$ cat config.mk
export PLATFORM = sky130hd
export DESIGN_NAME = smmc_core
export DESIGN_NICKNAME = d
export VERILOG_FILES = /design/src/design/smmc_pkg.sv /design/src/design/smmc_decode.sv /design/src/design/smmc_core.sv
export SDC_FILE = /design/constraint.sdc
export NUM_CORES = 2
export LEC_CHECK = 0
export BUFFER_PORTS_ARGS = -buffer_cell sky130_fd_sc_hd__buf_2
export CAP_MARGIN = 20
export CORE_AREA = 2 2 359 361
export CTS_BUF_LIST = sky130_fd_sc_hd__clkbuf_8
export CTS_CLUSTER_SIZE = 24
export DETAILED_ROUTE_END_ITERATION = 10
export DIE_AREA = 0 0 361 363
export GPL_ROUTABILITY_DRIVEN = 0
export PLACE_DENSITY = 0.48
export RECOVER_POWER = 25
export SYNTH_ARGS = -nofsm -noshare
export SYNTH_HDL_FRONTEND = slang
export SYNTH_SLANG_ARGS = --single-unit
export TNS_END_PERCENT = 100
$ cat constraint.sdc
create_clock -name ref_clk -period 7.5 [get_ports ref_clk]
set_input_delay 2.25 -clock ref_clk [delete_from_list [all_inputs] [get_ports ref_clk]]
set_output_delay 2.25 -clock ref_clk [all_outputs]
set_load 0.02 [all_outputs]
$ cat src/design/smmc_pkg.sv
package smmc_pkg;

    // config_ctrl_one field positions
    localparam int CFG_IRQ_EN_BIT    = 1;
    localparam int CFG_SPACE_ACC_BIT = 2;
    localparam int CFG_REGION4_BIT   = 7;

    // recognition: asserted samples needed (four clock periods)
    localparam int IRQ_HOLD_CYCLES = 4;

    // header layout, byte offsets below the region top
    localparam logic [7:0] HDR_DR7_OFS   = 8'h04;
    localparam logic [7:0] HDR_FLAGS_OFS = 8'h08;
    localparam logic [7:0] HDR_CR0_OFS   = 8'h0C;
    localparam logic [7:0] HDR_CIP_OFS   = 8'h10;
    localparam logic [7:0] HDR_NIP_OFS   = 8'h14;
    localparam logic [7:0] HDR_CSSEL_OFS = 8'h18;
    localparam logic [7:0] HDR_CSDLO_OFS = 8'h1C;
    localparam logic [7:0] HDR_CSDHI_OFS = 8'h20;
    localparam logic [7:0] HDR_PI_OFS    = 8'h24;
    localparam logic [7:0] HDR_IDX_OFS   = 8'h28;
    localparam int         HDR_WORDS     = 10;

    // reset values loaded on entry
    localparam logic [31:0] DR7_RESET   = 32'h0000_0400;
    localparam logic [31:0] FLAGS_RESET = 32'h0000_0002;
    localparam logic [31:0] CR0_RESET   = 32'h0000_0010;

    // opcodes (escape byte 0F, then the second byte)
    localparam logic [7:0] OP_ESCAPE   = 8'h0F;
    localparam logic [7:0] OP_SV_SEG   = 8'h78;
    localparam logic [7:0] OP_RS_SEG   = 8'h79;
    localparam logic [7:0] OP_SV_TABLE = 8'h7A;
    localparam logic [7:0] OP_RS_TABLE = 8'h7B;
    localparam logic [7:0] OP_SV_TASK  = 8'h7C;
    localparam logic [7:0] OP_RS_TASK  = 8'h7D;
    localparam logic [7:0] OP_RESUME   = 8'hAA;
    localparam int         WIDE_OPERAND_BITS = 80;

    // seg_select_field codes
    localparam logic [2:0] SEG_ES = 3'h0;
    localparam logic [2:0] SEG_CS = 3'h1;
    localparam logic [2:0] SEG_SS = 3'h2;
    localparam logic [2:0] SEG_DS = 3'h3;
    localparam logic [2:0] SEG_FS = 3'h4;
    localparam logic [2:0] SEG_GS = 3'h5;

    typedef enum logic [3:0] {
        OPK_NONE   = 4'h0,
        OPK_SV_SEG = 4'h1,
        OPK_RS_SEG = 4'h2,
        OPK_SV_TBL = 4'h3,
        OPK_RS_TBL = 4'h4,
        OPK_SV_TSK = 4'h5,
        OPK_RS_TSK = 4'h6,
        OPK_RESUME = 4'h7
    } smmc_opk_t;

    typedef struct packed {
        logic [31:0] dr7;
        logic [31:0] flags;
        logic [31:0] cr0;
        logic [31:0] curIp;
        logic [31:0] nextIp;
        logic [15:0] csSel;
        logic [63:0] csDesc;
        logic        repPrefix;
        logic        ioWrite;
        logic [31:0] restIdx;
    } smmc_hdr_t;

    typedef struct packed {
        logic        valid;
        logic [7:0]  op0;
        logic [7:0]  op1;
        logic [7:0]  modrm;
        logic [1:0]  privLevel;
    } smmc_instr_t;

    typedef struct packed {
        logic        valid;
        logic        legal;
        logic        invalidOp;
        smmc_opk_t   kind;
        logic [2:0]  seg;
        logic [6:0]  memBits;
    } smmc_dec_t;

endpackage

$ cat src/design/smmc_decode.sv
`timescale 1ns/1ps
`default_nettype none
module smmc_decode
    import smmc_pkg::*;
(
    // clock and reset
    input  wire logic  ref_clk,
    input  wire logic  srst,
    // instruction in
    input  var  smmc_instr_t instr,
    input  wire logic  spaceAccess,
    input  wire logic  inRoutineIrq,
    // result
    output var  smmc_dec_t   dec
);

    typedef struct packed {
        smmc_dec_t decR;
    } smmc_dstate_t;

    smmc_dstate_t st_r;
    smmc_dstate_t st_nxt;

    function automatic smmc_opk_t classify(input logic [7:0] o1);
        unique case (o1)
            OP_SV_SEG:   classify = OPK_SV_SEG;
            OP_SV_TABLE: classify = OPK_SV_TBL;
            OP_SV_TASK:  classify = OPK_SV_TSK;
            OP_RS_SEG:   classify = OPK_RS_SEG;
            OP_RS_TABLE: classify = OPK_RS_TBL;
            OP_RS_TASK:  classify = OPK_RS_TSK;
            OP_RESUME:   classify = OPK_RESUME;
            default:     classify = OPK_NONE;
        endcase
    endfunction

    always_comb begin
        smmc_opk_t k;
        logic      fmtOk;
        logic      allowed;
        k      = OPK_NONE;
        fmtOk  = 1'b0;
        allowed = 1'b0;
        st_nxt = '0;
        if (instr.valid && instr.op0 == OP_ESCAPE) begin
            k = classify(instr.op1);
        end
        unique case (k)
            OPK_SV_SEG, OPK_RS_SEG: begin
                // only DS/ES/FS/GS/SS; CS comes back through resume
                fmtOk = instr.modrm[5:3] inside {SEG_DS, SEG_ES, SEG_FS, SEG_GS, SEG_SS};
            end
            OPK_SV_TBL, OPK_RS_TBL, OPK_SV_TSK, OPK_RS_TSK: begin
                fmtOk = (instr.modrm[5:3] == 3'h0);
            end
            OPK_RESUME: fmtOk = 1'b1;
            OPK_NONE:   fmtOk = 1'b0;
        endcase
        // no region check on the fetch address
        allowed = (instr.privLevel == 2'h0) && (spaceAccess || inRoutineIrq);
        st_nxt.decR.valid     = (k != OPK_NONE);
        st_nxt.decR.kind      = k;
        st_nxt.decR.seg       = instr.modrm[5:3];
        st_nxt.decR.legal     = (k != OPK_NONE) && fmtOk && allowed;
        st_nxt.decR.invalidOp = (k != OPK_NONE) && !(fmtOk && allowed);
        st_nxt.decR.memBits   = (k == OPK_NONE || k == OPK_RESUME) ? 7'h00
                                : 7'(WIDE_OPERAND_BITS);
    end

    always_ff @(posedge ref_clk) begin
        if (srst) begin
            st_r <= '0;
        end else begin
            st_r <= st_nxt;
        end
    end

    assign dec = st_r.decR;

endmodule
`default_nettype wire

$ cat src/design/smmc_core.sv
// How it works
// - management interrupt outranks every other request
// - recognize only with enable, region, size set
// - write state header before changing state
// - then real mode, fetch at region base
// - header holds control, flags, pointers, code segment
// - current and next pointers saved correctly
// - string I/O trap: equal pointers, valid flags
// - prefix flag set when repeat prefix
// - direction flag set for I/O write
// - header holds restored index value
// - save/restore need level 0 and access condition
// - instructions allowed outside management region
// - non-resume instructions move 80-bit operand
// - save opcodes 0F 78, 7A, 7C
// - restore opcodes 0F 79, 7B, 7D
// - segment ops select DS ES FS GS SS
// - table and task ops need reg 000
// - resume leaves mode, reloads header, continues
// - all state held while clock stopped
// - region accesses use management strobe in mode
// - after save reset control, flags, debug; load code
// - region accesses noncacheable, pipelining allowed
`timescale 1ns/1ps
`default_nettype none
module smmc_core
    import smmc_pkg::*;
#(
    parameter int HOLD_CYCLES = IRQ_HOLD_CYCLES
)(
    // clock and reset
    input  wire logic        ref_clk,
    input  wire logic        srst,
    // interrupt pin and configuration
    input  wire logic        mgmt_irq_n,
    input  wire logic [7:0]  config_ctrl_one,
    input  wire logic [31:0] region4Base,
    input  wire logic [3:0]  region4Size,
    // other interrupt requests
    input  wire logic        nmiReq,
    input  wire logic        intrReq,
    // processor state to save
    input  var  smmc_hdr_t   cpuState,
    input  wire logic        ioTrapStr,
    // instruction stream
    input  var  smmc_instr_t instr,
    // memory access from the core
    input  wire logic        memReq,
    input  wire logic [31:0] memAddr,
    // header write port
    output logic             hdrWrEn,
    output logic [31:0]      hdrWrAddr,
    output logic [31:0]      hdrWrData,
    input  wire logic        hdrWrAck,
    // entry, exit and mode status
    output logic             system_mgmt_state,
    output logic             realModeLoad,
    output logic [31:0]      fetchAddr,
    output logic             fetchLoad,
    output logic [31:0]      control_reg_zero,
    output logic [31:0]      extended_flags,
    output logic [31:0]      debug_ctrl_word,
    output logic [31:0]      csBase,
    output logic [31:0]      csLimit,
    output logic             resumeLoad,
    output smmc_hdr_t        restoredState,
    // interrupt selection
    output logic [1:0]       serviceSel,
    // instruction results
    output logic             invalidOpcode,
    output logic             mgmtInstrGo,
    output logic [6:0]       operandBits,
    // bus strobes
    output logic             mgmt_region_strobe_n,
    output logic             normal_addr_strobe_n,
    output logic             nonCacheable
);

    // ********************************
    // state
    // ********************************
    typedef enum logic [3:0] {
        ST_IDLE  = 4'b0001,
        ST_SAVE  = 4'b0010,
        ST_ENTER = 4'b0100,
        ST_RUN   = 4'b1000
    } smmc_st_t;

    typedef struct packed {
        logic              pinS1;
        logic              pinS2;
        logic [3:0]        cnt;
        logic              pend;
        smmc_st_t          fsm;
        logic [3:0]        wIdx;
        smmc_hdr_t         hdr;
        logic [31:0]       top;
        logic              inMode;
        logic              wrEn;
        logic [31:0]       wrAddr;
        logic [31:0]       wrData;
        logic              rmLoad;
        logic [31:0]       fAddr;
        logic              fLoad;
        logic [31:0]       cr0;
        logic [31:0]       flg;
        logic [31:0]       dr7;
        logic [31:0]       csB;
        logic [31:0]       csL;
        logic              resLoad;
        smmc_hdr_t         resState;
        logic [1:0]        sel;
        logic              inv;
        logic              go;
        logic [6:0]        opBits;
        logic              smStrobeN;
        logic              nStrobeN;
        logic              nc;
    } smmc_state_t;

    smmc_state_t st_r;
    smmc_state_t st_nxt;
    smmc_dec_t   dec;

    function automatic logic [31:0] regionBytes(input logic [3:0] sz);
        regionBytes = (sz == 4'h0) ? 32'h0000_0000 : (32'h0000_0800 << sz);
    endfunction

    function automatic logic inRegion(input logic [31:0] a, input logic [31:0] b, input logic [3:0] sz);
        inRegion = (sz != 4'h0) && (a >= b) && (a < b + regionBytes(sz));
    endfunction

    wire logic recogOk = config_ctrl_one[CFG_IRQ_EN_BIT] && !config_ctrl_one[CFG_SPACE_ACC_BIT]
                         && config_ctrl_one[CFG_REGION4_BIT] && (region4Size != 4'h0);

    // ********************************
    // instruction decode
    // ********************************
    smmc_decode u_dec (
        .ref_clk      (ref_clk),
        .srst         (srst),
        .instr        (instr),
        .spaceAccess  (config_ctrl_one[CFG_SPACE_ACC_BIT]),
        .inRoutineIrq (st_r.inMode && !st_r.pinS2),
        .dec          (dec)
    );

    // ********************************
    // next state
    // ********************************
    always_comb begin
        logic [31:0] word;
        logic        inReg;
        word   = 32'h0000_0000;
        inReg  = 1'b0;
        st_nxt = st_r;
        st_nxt.pinS1   = mgmt_irq_n;
        st_nxt.pinS2   = st_r.pinS1;
        st_nxt.rmLoad  = 1'b0;
        st_nxt.fLoad   = 1'b0;
        st_nxt.resLoad = 1'b0;
        st_nxt.inv     = 1'b0;
        st_nxt.go      = 1'b0;

        // pin sampled every clock, consecutive lows counted
        if (st_r.pinS2) begin
            st_nxt.cnt = 4'h0;
        end else if (st_r.cnt < 4'(HOLD_CYCLES)) begin
            st_nxt.cnt = st_r.cnt + 4'h1;
        end
        if (!st_r.pinS2 && st_r.cnt == 4'(HOLD_CYCLES - 1) && recogOk && !st_r.inMode) begin
            st_nxt.pend = 1'b1;
        end

        // management first, then nmi, then intr
        if (st_r.pend || st_nxt.pend) begin
            st_nxt.sel = 2'h3;
        end else if (nmiReq) begin
            st_nxt.sel = 2'h2;
        end else if (intrReq) begin
            st_nxt.sel = 2'h1;
        end else begin
            st_nxt.sel = 2'h0;
        end

        unique case (st_r.fsm)
            ST_IDLE: begin
                if (st_r.pend) begin
                    st_nxt.pend = 1'b0;
                    st_nxt.hdr  = cpuState;
                    st_nxt.hdr.nextIp = ioTrapStr ? cpuState.curIp : cpuState.nextIp;
                    st_nxt.hdr.repPrefix = ioTrapStr && cpuState.repPrefix;
                    st_nxt.hdr.ioWrite   = ioTrapStr && cpuState.ioWrite;
                    st_nxt.hdr.restIdx   = cpuState.restIdx;
                    st_nxt.top  = region4Base + regionBytes(region4Size);
                    st_nxt.wIdx = 4'h0;
                    st_nxt.wrEn = 1'b0;
                    st_nxt.fsm  = ST_SAVE;
                end
            end
            ST_SAVE: begin
                if (!st_r.wrEn || hdrWrAck) begin
                    if (st_r.wrEn) begin
                        st_nxt.wIdx = st_r.wIdx + 4'h1;
                    end
                    if (st_r.wrEn && st_r.wIdx == 4'(HDR_WORDS - 1)) begin
                        st_nxt.wrEn = 1'b0;
                        st_nxt.fsm  = ST_ENTER;
                    end else begin
                        unique case (st_nxt.wIdx)
                            4'h0:    word = st_r.hdr.dr7;
                            4'h1:    word = st_r.hdr.flags;
                            4'h2:    word = st_r.hdr.cr0;
                            4'h3:    word = st_r.hdr.curIp;
                            4'h4:    word = st_r.hdr.nextIp;
                            4'h5:    word = {16'h0000, st_r.hdr.csSel};
                            4'h6:    word = st_r.hdr.csDesc[31:0];
                            4'h7:    word = st_r.hdr.csDesc[63:32];
                            4'h8:    word = {30'h0000_0000, st_r.hdr.ioWrite, st_r.hdr.repPrefix};
                            default: word = st_r.hdr.restIdx;
                        endcase
                        st_nxt.wrEn   = 1'b1;
                        st_nxt.wrData = word;
                        st_nxt.wrAddr = st_r.top - 32'(HDR_DR7_OFS) - {26'h0, st_nxt.wIdx, 2'b00};
                    end
                end
            end
            ST_ENTER: begin
                // state altered only after header written
                st_nxt.cr0    = CR0_RESET;
                st_nxt.flg    = FLAGS_RESET;
                st_nxt.dr7    = DR7_RESET;
                st_nxt.csB    = region4Base;
                st_nxt.csL    = regionBytes(region4Size) - 32'h0000_0001;
                st_nxt.rmLoad = 1'b1;
                st_nxt.fAddr  = region4Base;
                st_nxt.fLoad  = 1'b1;
                st_nxt.inMode = 1'b1;
                st_nxt.fsm    = ST_RUN;
            end
            ST_RUN: begin
                if (dec.valid && dec.legal && dec.kind == OPK_RESUME) begin
                    st_nxt.resState = st_r.hdr;
                    st_nxt.resLoad  = 1'b1;
                    st_nxt.fAddr    = st_r.hdr.nextIp;
                    st_nxt.fLoad    = 1'b1;
                    st_nxt.cr0      = st_r.hdr.cr0;
                    st_nxt.flg      = st_r.hdr.flags;
                    st_nxt.dr7      = st_r.hdr.dr7;
                    st_nxt.inMode   = 1'b0;
                    st_nxt.fsm      = ST_IDLE;
                end
            end
            default: st_nxt.fsm = ST_IDLE;
        endcase

        // save/restore instruction outcome
        if (dec.valid) begin
            st_nxt.inv    = dec.invalidOp;
            st_nxt.go     = dec.legal && dec.kind != OPK_RESUME;
            st_nxt.opBits = dec.memBits;
        end

        // strobe steering and cacheability
        inReg = inRegion(memAddr, region4Base, region4Size) && config_ctrl_one[CFG_REGION4_BIT];
        st_nxt.smStrobeN = !(memReq && inReg && st_r.inMode);
        st_nxt.nStrobeN  = !(memReq && !(inReg && st_r.inMode));
        st_nxt.nc        = memReq && inReg;
    end

    // ********************************
    // registers, static: nothing decays
    // ********************************
    always_ff @(posedge ref_clk) begin
        if (srst) begin
            st_r           <= '0;
            st_r.pinS1     <= 1'b1;
            st_r.pinS2     <= 1'b1;
            st_r.fsm       <= ST_IDLE;
            st_r.cr0       <= CR0_RESET;
            st_r.flg       <= FLAGS_RESET;
            st_r.dr7       <= DR7_RESET;
            st_r.smStrobeN <= 1'b1;
            st_r.nStrobeN  <= 1'b1;
        end else begin
            st_r <= st_nxt;
        end
    end

    assign hdrWrEn              = st_r.wrEn;
    assign hdrWrAddr            = st_r.wrAddr;
    assign hdrWrData            = st_r.wrData;
    assign system_mgmt_state    = st_r.inMode;
    assign realModeLoad         = st_r.rmLoad;
    assign fetchAddr            = st_r.fAddr;
    assign fetchLoad            = st_r.fLoad;
    assign control_reg_zero     = st_r.cr0;
    assign extended_flags       = st_r.flg;
    assign debug_ctrl_word      = st_r.dr7;
    assign csBase               = st_r.csB;
    assign csLimit              = st_r.csL;
    assign resumeLoad           = st_r.resLoad;
    assign restoredState        = st_r.resState;
    assign serviceSel           = st_r.sel;
    assign invalidOpcode        = st_r.inv;
    assign mgmtInstrGo          = st_r.go;
    assign operandBits          = st_r.opBits;
    assign mgmt_region_strobe_n = st_r.smStrobeN;
    assign normal_addr_strobe_n = st_r.nStrobeN;
    assign nonCacheable         = st_r.nc;

endmodule
`default_nettype wire

==> flow_metrics.tcl <==
set metrics [dict create \
    status "finished with violations" \
    violations "capacitance limit, slew limit" \
    dpl.hpwl_mm 136 \
    period_needed_ps 6230 \
    p_per_area_nw_per_um2 217 \
    port_buffers 918 \
    cts_root_buffer "clkbuf_8" \
    final_common_cell "nand2_1" \
    die_w_um 361 \
    ctsHoldBuffers 0 \
    synth_area_leaders "dfxtp_1 45%, nand2_1 13%, buf_4 11%" \
    seqPwrFrac_pct 48.5 \
    cap_violations 8 \
    synth-edff-count 0 \
    layout_common_cells "1334 x nand2_1, 916 x buf_2, 861 x dfxtp_1, 769 x a21oi_1, 189 x clkbuf_8" \
    core_area_um2 127000 \
    multi_input_area_um2 15900 \
    grt_max_degree 185 \
    r2r_setup_slack_ps 1370 \
    place_area_um2 40400 \
    rsz0062_at_grt "false" \
    min_path_type "reg -> reg" \
    cpMaxStageDelayCell "clkbuf_1" \
    ant_nets 0 \
    grt_usage_pct 26.3 \
    ff2ff_path_depth 6 \
    endpoint_kind "register" \
    final_nets 5590 \
    drc_errors 0 \
    finish.instance_area_um2 43500 \
    fin_crit_sh_pct 83.0 \
    p_leak_uw 0.0177 \
    antenna_found_initial 36 \
    worstReg2RegStart "st_r[862]" \
    startpoint_type "input pin" \
    clock_sinks 861 \
    clk_pin_slew_ps 60 \
    first_iter_violations 3035 \
    h-tree-depth 4 \
    p_int_uw 7050 \
    path_cells "clkbuf_1 > nand2b_1 > nor3_1 > ha_1 > o211ai_1 > a21oi_1 > o32a_1 > o211ai_1 > a21oi_1 > xnor2_1 > ha_1 > nand3_1 > or3_1 > a2111oi_0 > a211oi_1 > a211o_1" \
    drv_slew 827 \
    crit_arrival_ps 6970 \
    seq_area_frac_synth_pct 44.7 \
    synth_cells 4852 \
    boundaryPins 934 \
    worst_pin_slew_ps 4180 \
    worst_path_largest_cell_delay_ps 630 \
    vias_per_cell 5.06 \
    crit_required_ps 8240 \
    synth_top_area_share_pct 44.7 \
    insertion_delay_ps 910 \
    grt_pass1_vias 32700 \
    whs_path_depth 1 \
    cts_buffer_depth 3 \
    crit_type "in -> reg" \
    synth_seq_cells 861 \
    clock_power_share_pct 47.1 \
    postRouteWirelength_mm 179 \
    fin_skew_ps 64.5 \
    dieArea_um2 131000 \
    cts_setup_buffers 0 \
    syn2layout_area_growth_pct 12.7 \
    num_rows 131 \
    dieHeight_um 363 \
    fillers 13800 \
    grt_pass1_wl_mm 248 \
    post_cts_resized 0 \
    p_comb_share_pct 4.4 \
    sw_frac_of_total_pct 25.3 \
    drive_gt1_share_pct 23.1 \
    wl_per_cell_um 25.9 \
    ys_warn_count 0 \
    cts_tree "built" \
    tns_ps 0 \
    r2r-end "fetchAddr[4]" \
    worstPathMaxFanout 20 \
    whs_endpoint "st_r[868]" \
    yosys.area.top_type "dfxtp_1" \
    holdCritStartpoint "st_nxt[868]" \
    syn-mean-instance-area_um2 7.95 \
    start_util_pct 30.4 \
    max_clock_freq_ghz 0.161 \
    ir_drop_uv 164 \
    synth_ff_type "dfxtp_1" \
    switchingPower_uw 2390 \
    slew_headroom_pct -179 \
    grt.overflow.total 0 \
    cts_buffers 159 \
    netlist_area_um2 38600 \
    final-hold-violation-count 0 \
    regArea_um2 17200 \
    vias 35000 \
    synth-async-reset-ratio_pct 0 \
    dr.pass1.iters 8 \
    setup_viol 0 \
    synth_cell_types 78 \
]
-- kinds of logic (layout without fill, tap and decap cells) --
group                    Yosys count  after routing  synth area share (%)
AO/OA/AOI/OAI                   1195           1195                  17.8
XOR/XNOR                          50             50                  1.20
adder cells (fa/ha/maj)           84             84                  2.74
buffers and inverters            924           1300                  14.4
flip-flops                       861            861                  44.7
multiplexers                      46             46                  1.20
other                              2             19                0.0195
AND/OR/NAND/NOR                 1690           1690                  17.9
-- final cells by class --
type,instances,share of cell area (%)
flip-flops and latches,861,39.7
diodes,12,0.0691
multi-input cells,3072,36.5
repair buffers,963,11.4
well taps,1662,4.79
inverters,65,0.561
clock buffers,189,5.99
clock inverters,83,1.05
-- synth_stat cells (all sizes together) (4+ instances only) --
master	count
a221oi	21
or2	7
nor3b	4
o211ai	11
a22oi	65
nor2b	14
a211oi	69
and4	5
a21o	32
or4	8
a31oi	43
nor4	21
and2	8
o22ai	7
mux2i	44
clkbuf	253
xnor2	34
o21a	5
nand2b	13
xor2	16
buf	606
nor3	57
nor2	137
ha	82
and3	7
a211o	5
o221ai	11
or3	10
nand2	1336
a222oi	10
o21ai	95
dfxtp	861
nand4	21
o31ai	6
nor4b	5
nand3	22
nand3b	6
a2111oi	11
o2111ai	5
inv	65
a21oi	774
-- sequential cells by signal, summed over array words and instances (netlist names), 2 cells and up --
register          count
serviceSel            2
debug_ctrl_word      32
u_dec.dec             7
extended_flags       32
fetchAddr            32
csBase               32
csLimit              22
st_r                320
hdrWrAddr            32
hdrWrData            32
restoredState       274
control_reg_zero     32
-- worst max-delay path: cells and delay by family --
| kind | cells | cell delay, ps |
|---|---|---|
| AOI/OAI and AO/OA | 8 | 2140 |
| and+or+nand+nor | 4 | 1120 |
| adders and majority gates | 2 | 650 |
| buffers and inverters | 1 | 630 |
| xor gates and xnor gates | 1 | 180 |
-- power by group through the flow --
stage	clock network [uW]	registers, uW	logic [uW]
floorplan	0	4680	204
detailed placement	0	4680	413
global route	4780	4580	451
global placement	0	4680	412
finish	4450	4580	414
CTS	4570	4580	415
-- per-stage QoR --
step                total power, uW  setup slack [ps]  std cells  hold WS (ps)  util [%]
floorplan                      4880              1370       4857           389         -
global placement               5090               822       6620           397      31.8
detailed placement             5090               725       6620           398      31.8
CTS                            9560              1680       6892           412      34.2
global route                   9810               923       6902           435      34.2
finish                         9440              1270       6907           408      34.2
-- worst max path at each step --
stage / startpoint / endpoint / slack [ps] / cells past startpoint
after floorplan: region4Size[2] / normal_addr_strobe_n / 1370 / 16
after global placement: region4Size[2] / normal_addr_strobe_n / 820 / 16
after detailed placement: region4Size[2] / normal_addr_strobe_n / 730 / 16
after CTS: region4Size[2] / normal_addr_strobe_n / 1680 / 16
after global routing: st_r[862] / fetchAddr[4] / 920 / 6
final: region4Size[2] / normal_addr_strobe_n / 1270 / 16
-- routing by layer --
layer	vias to the layer above	global-route usage [%]	wire, um
met5	-	1.02	402
met4	36	8.06	5280
met3	271	7.04	13500
met2	1337	43.1	83700
met1	17000	33.6	76300
li1	16400	-	-
Note: power is estimated with default switching activity, not from simulation.
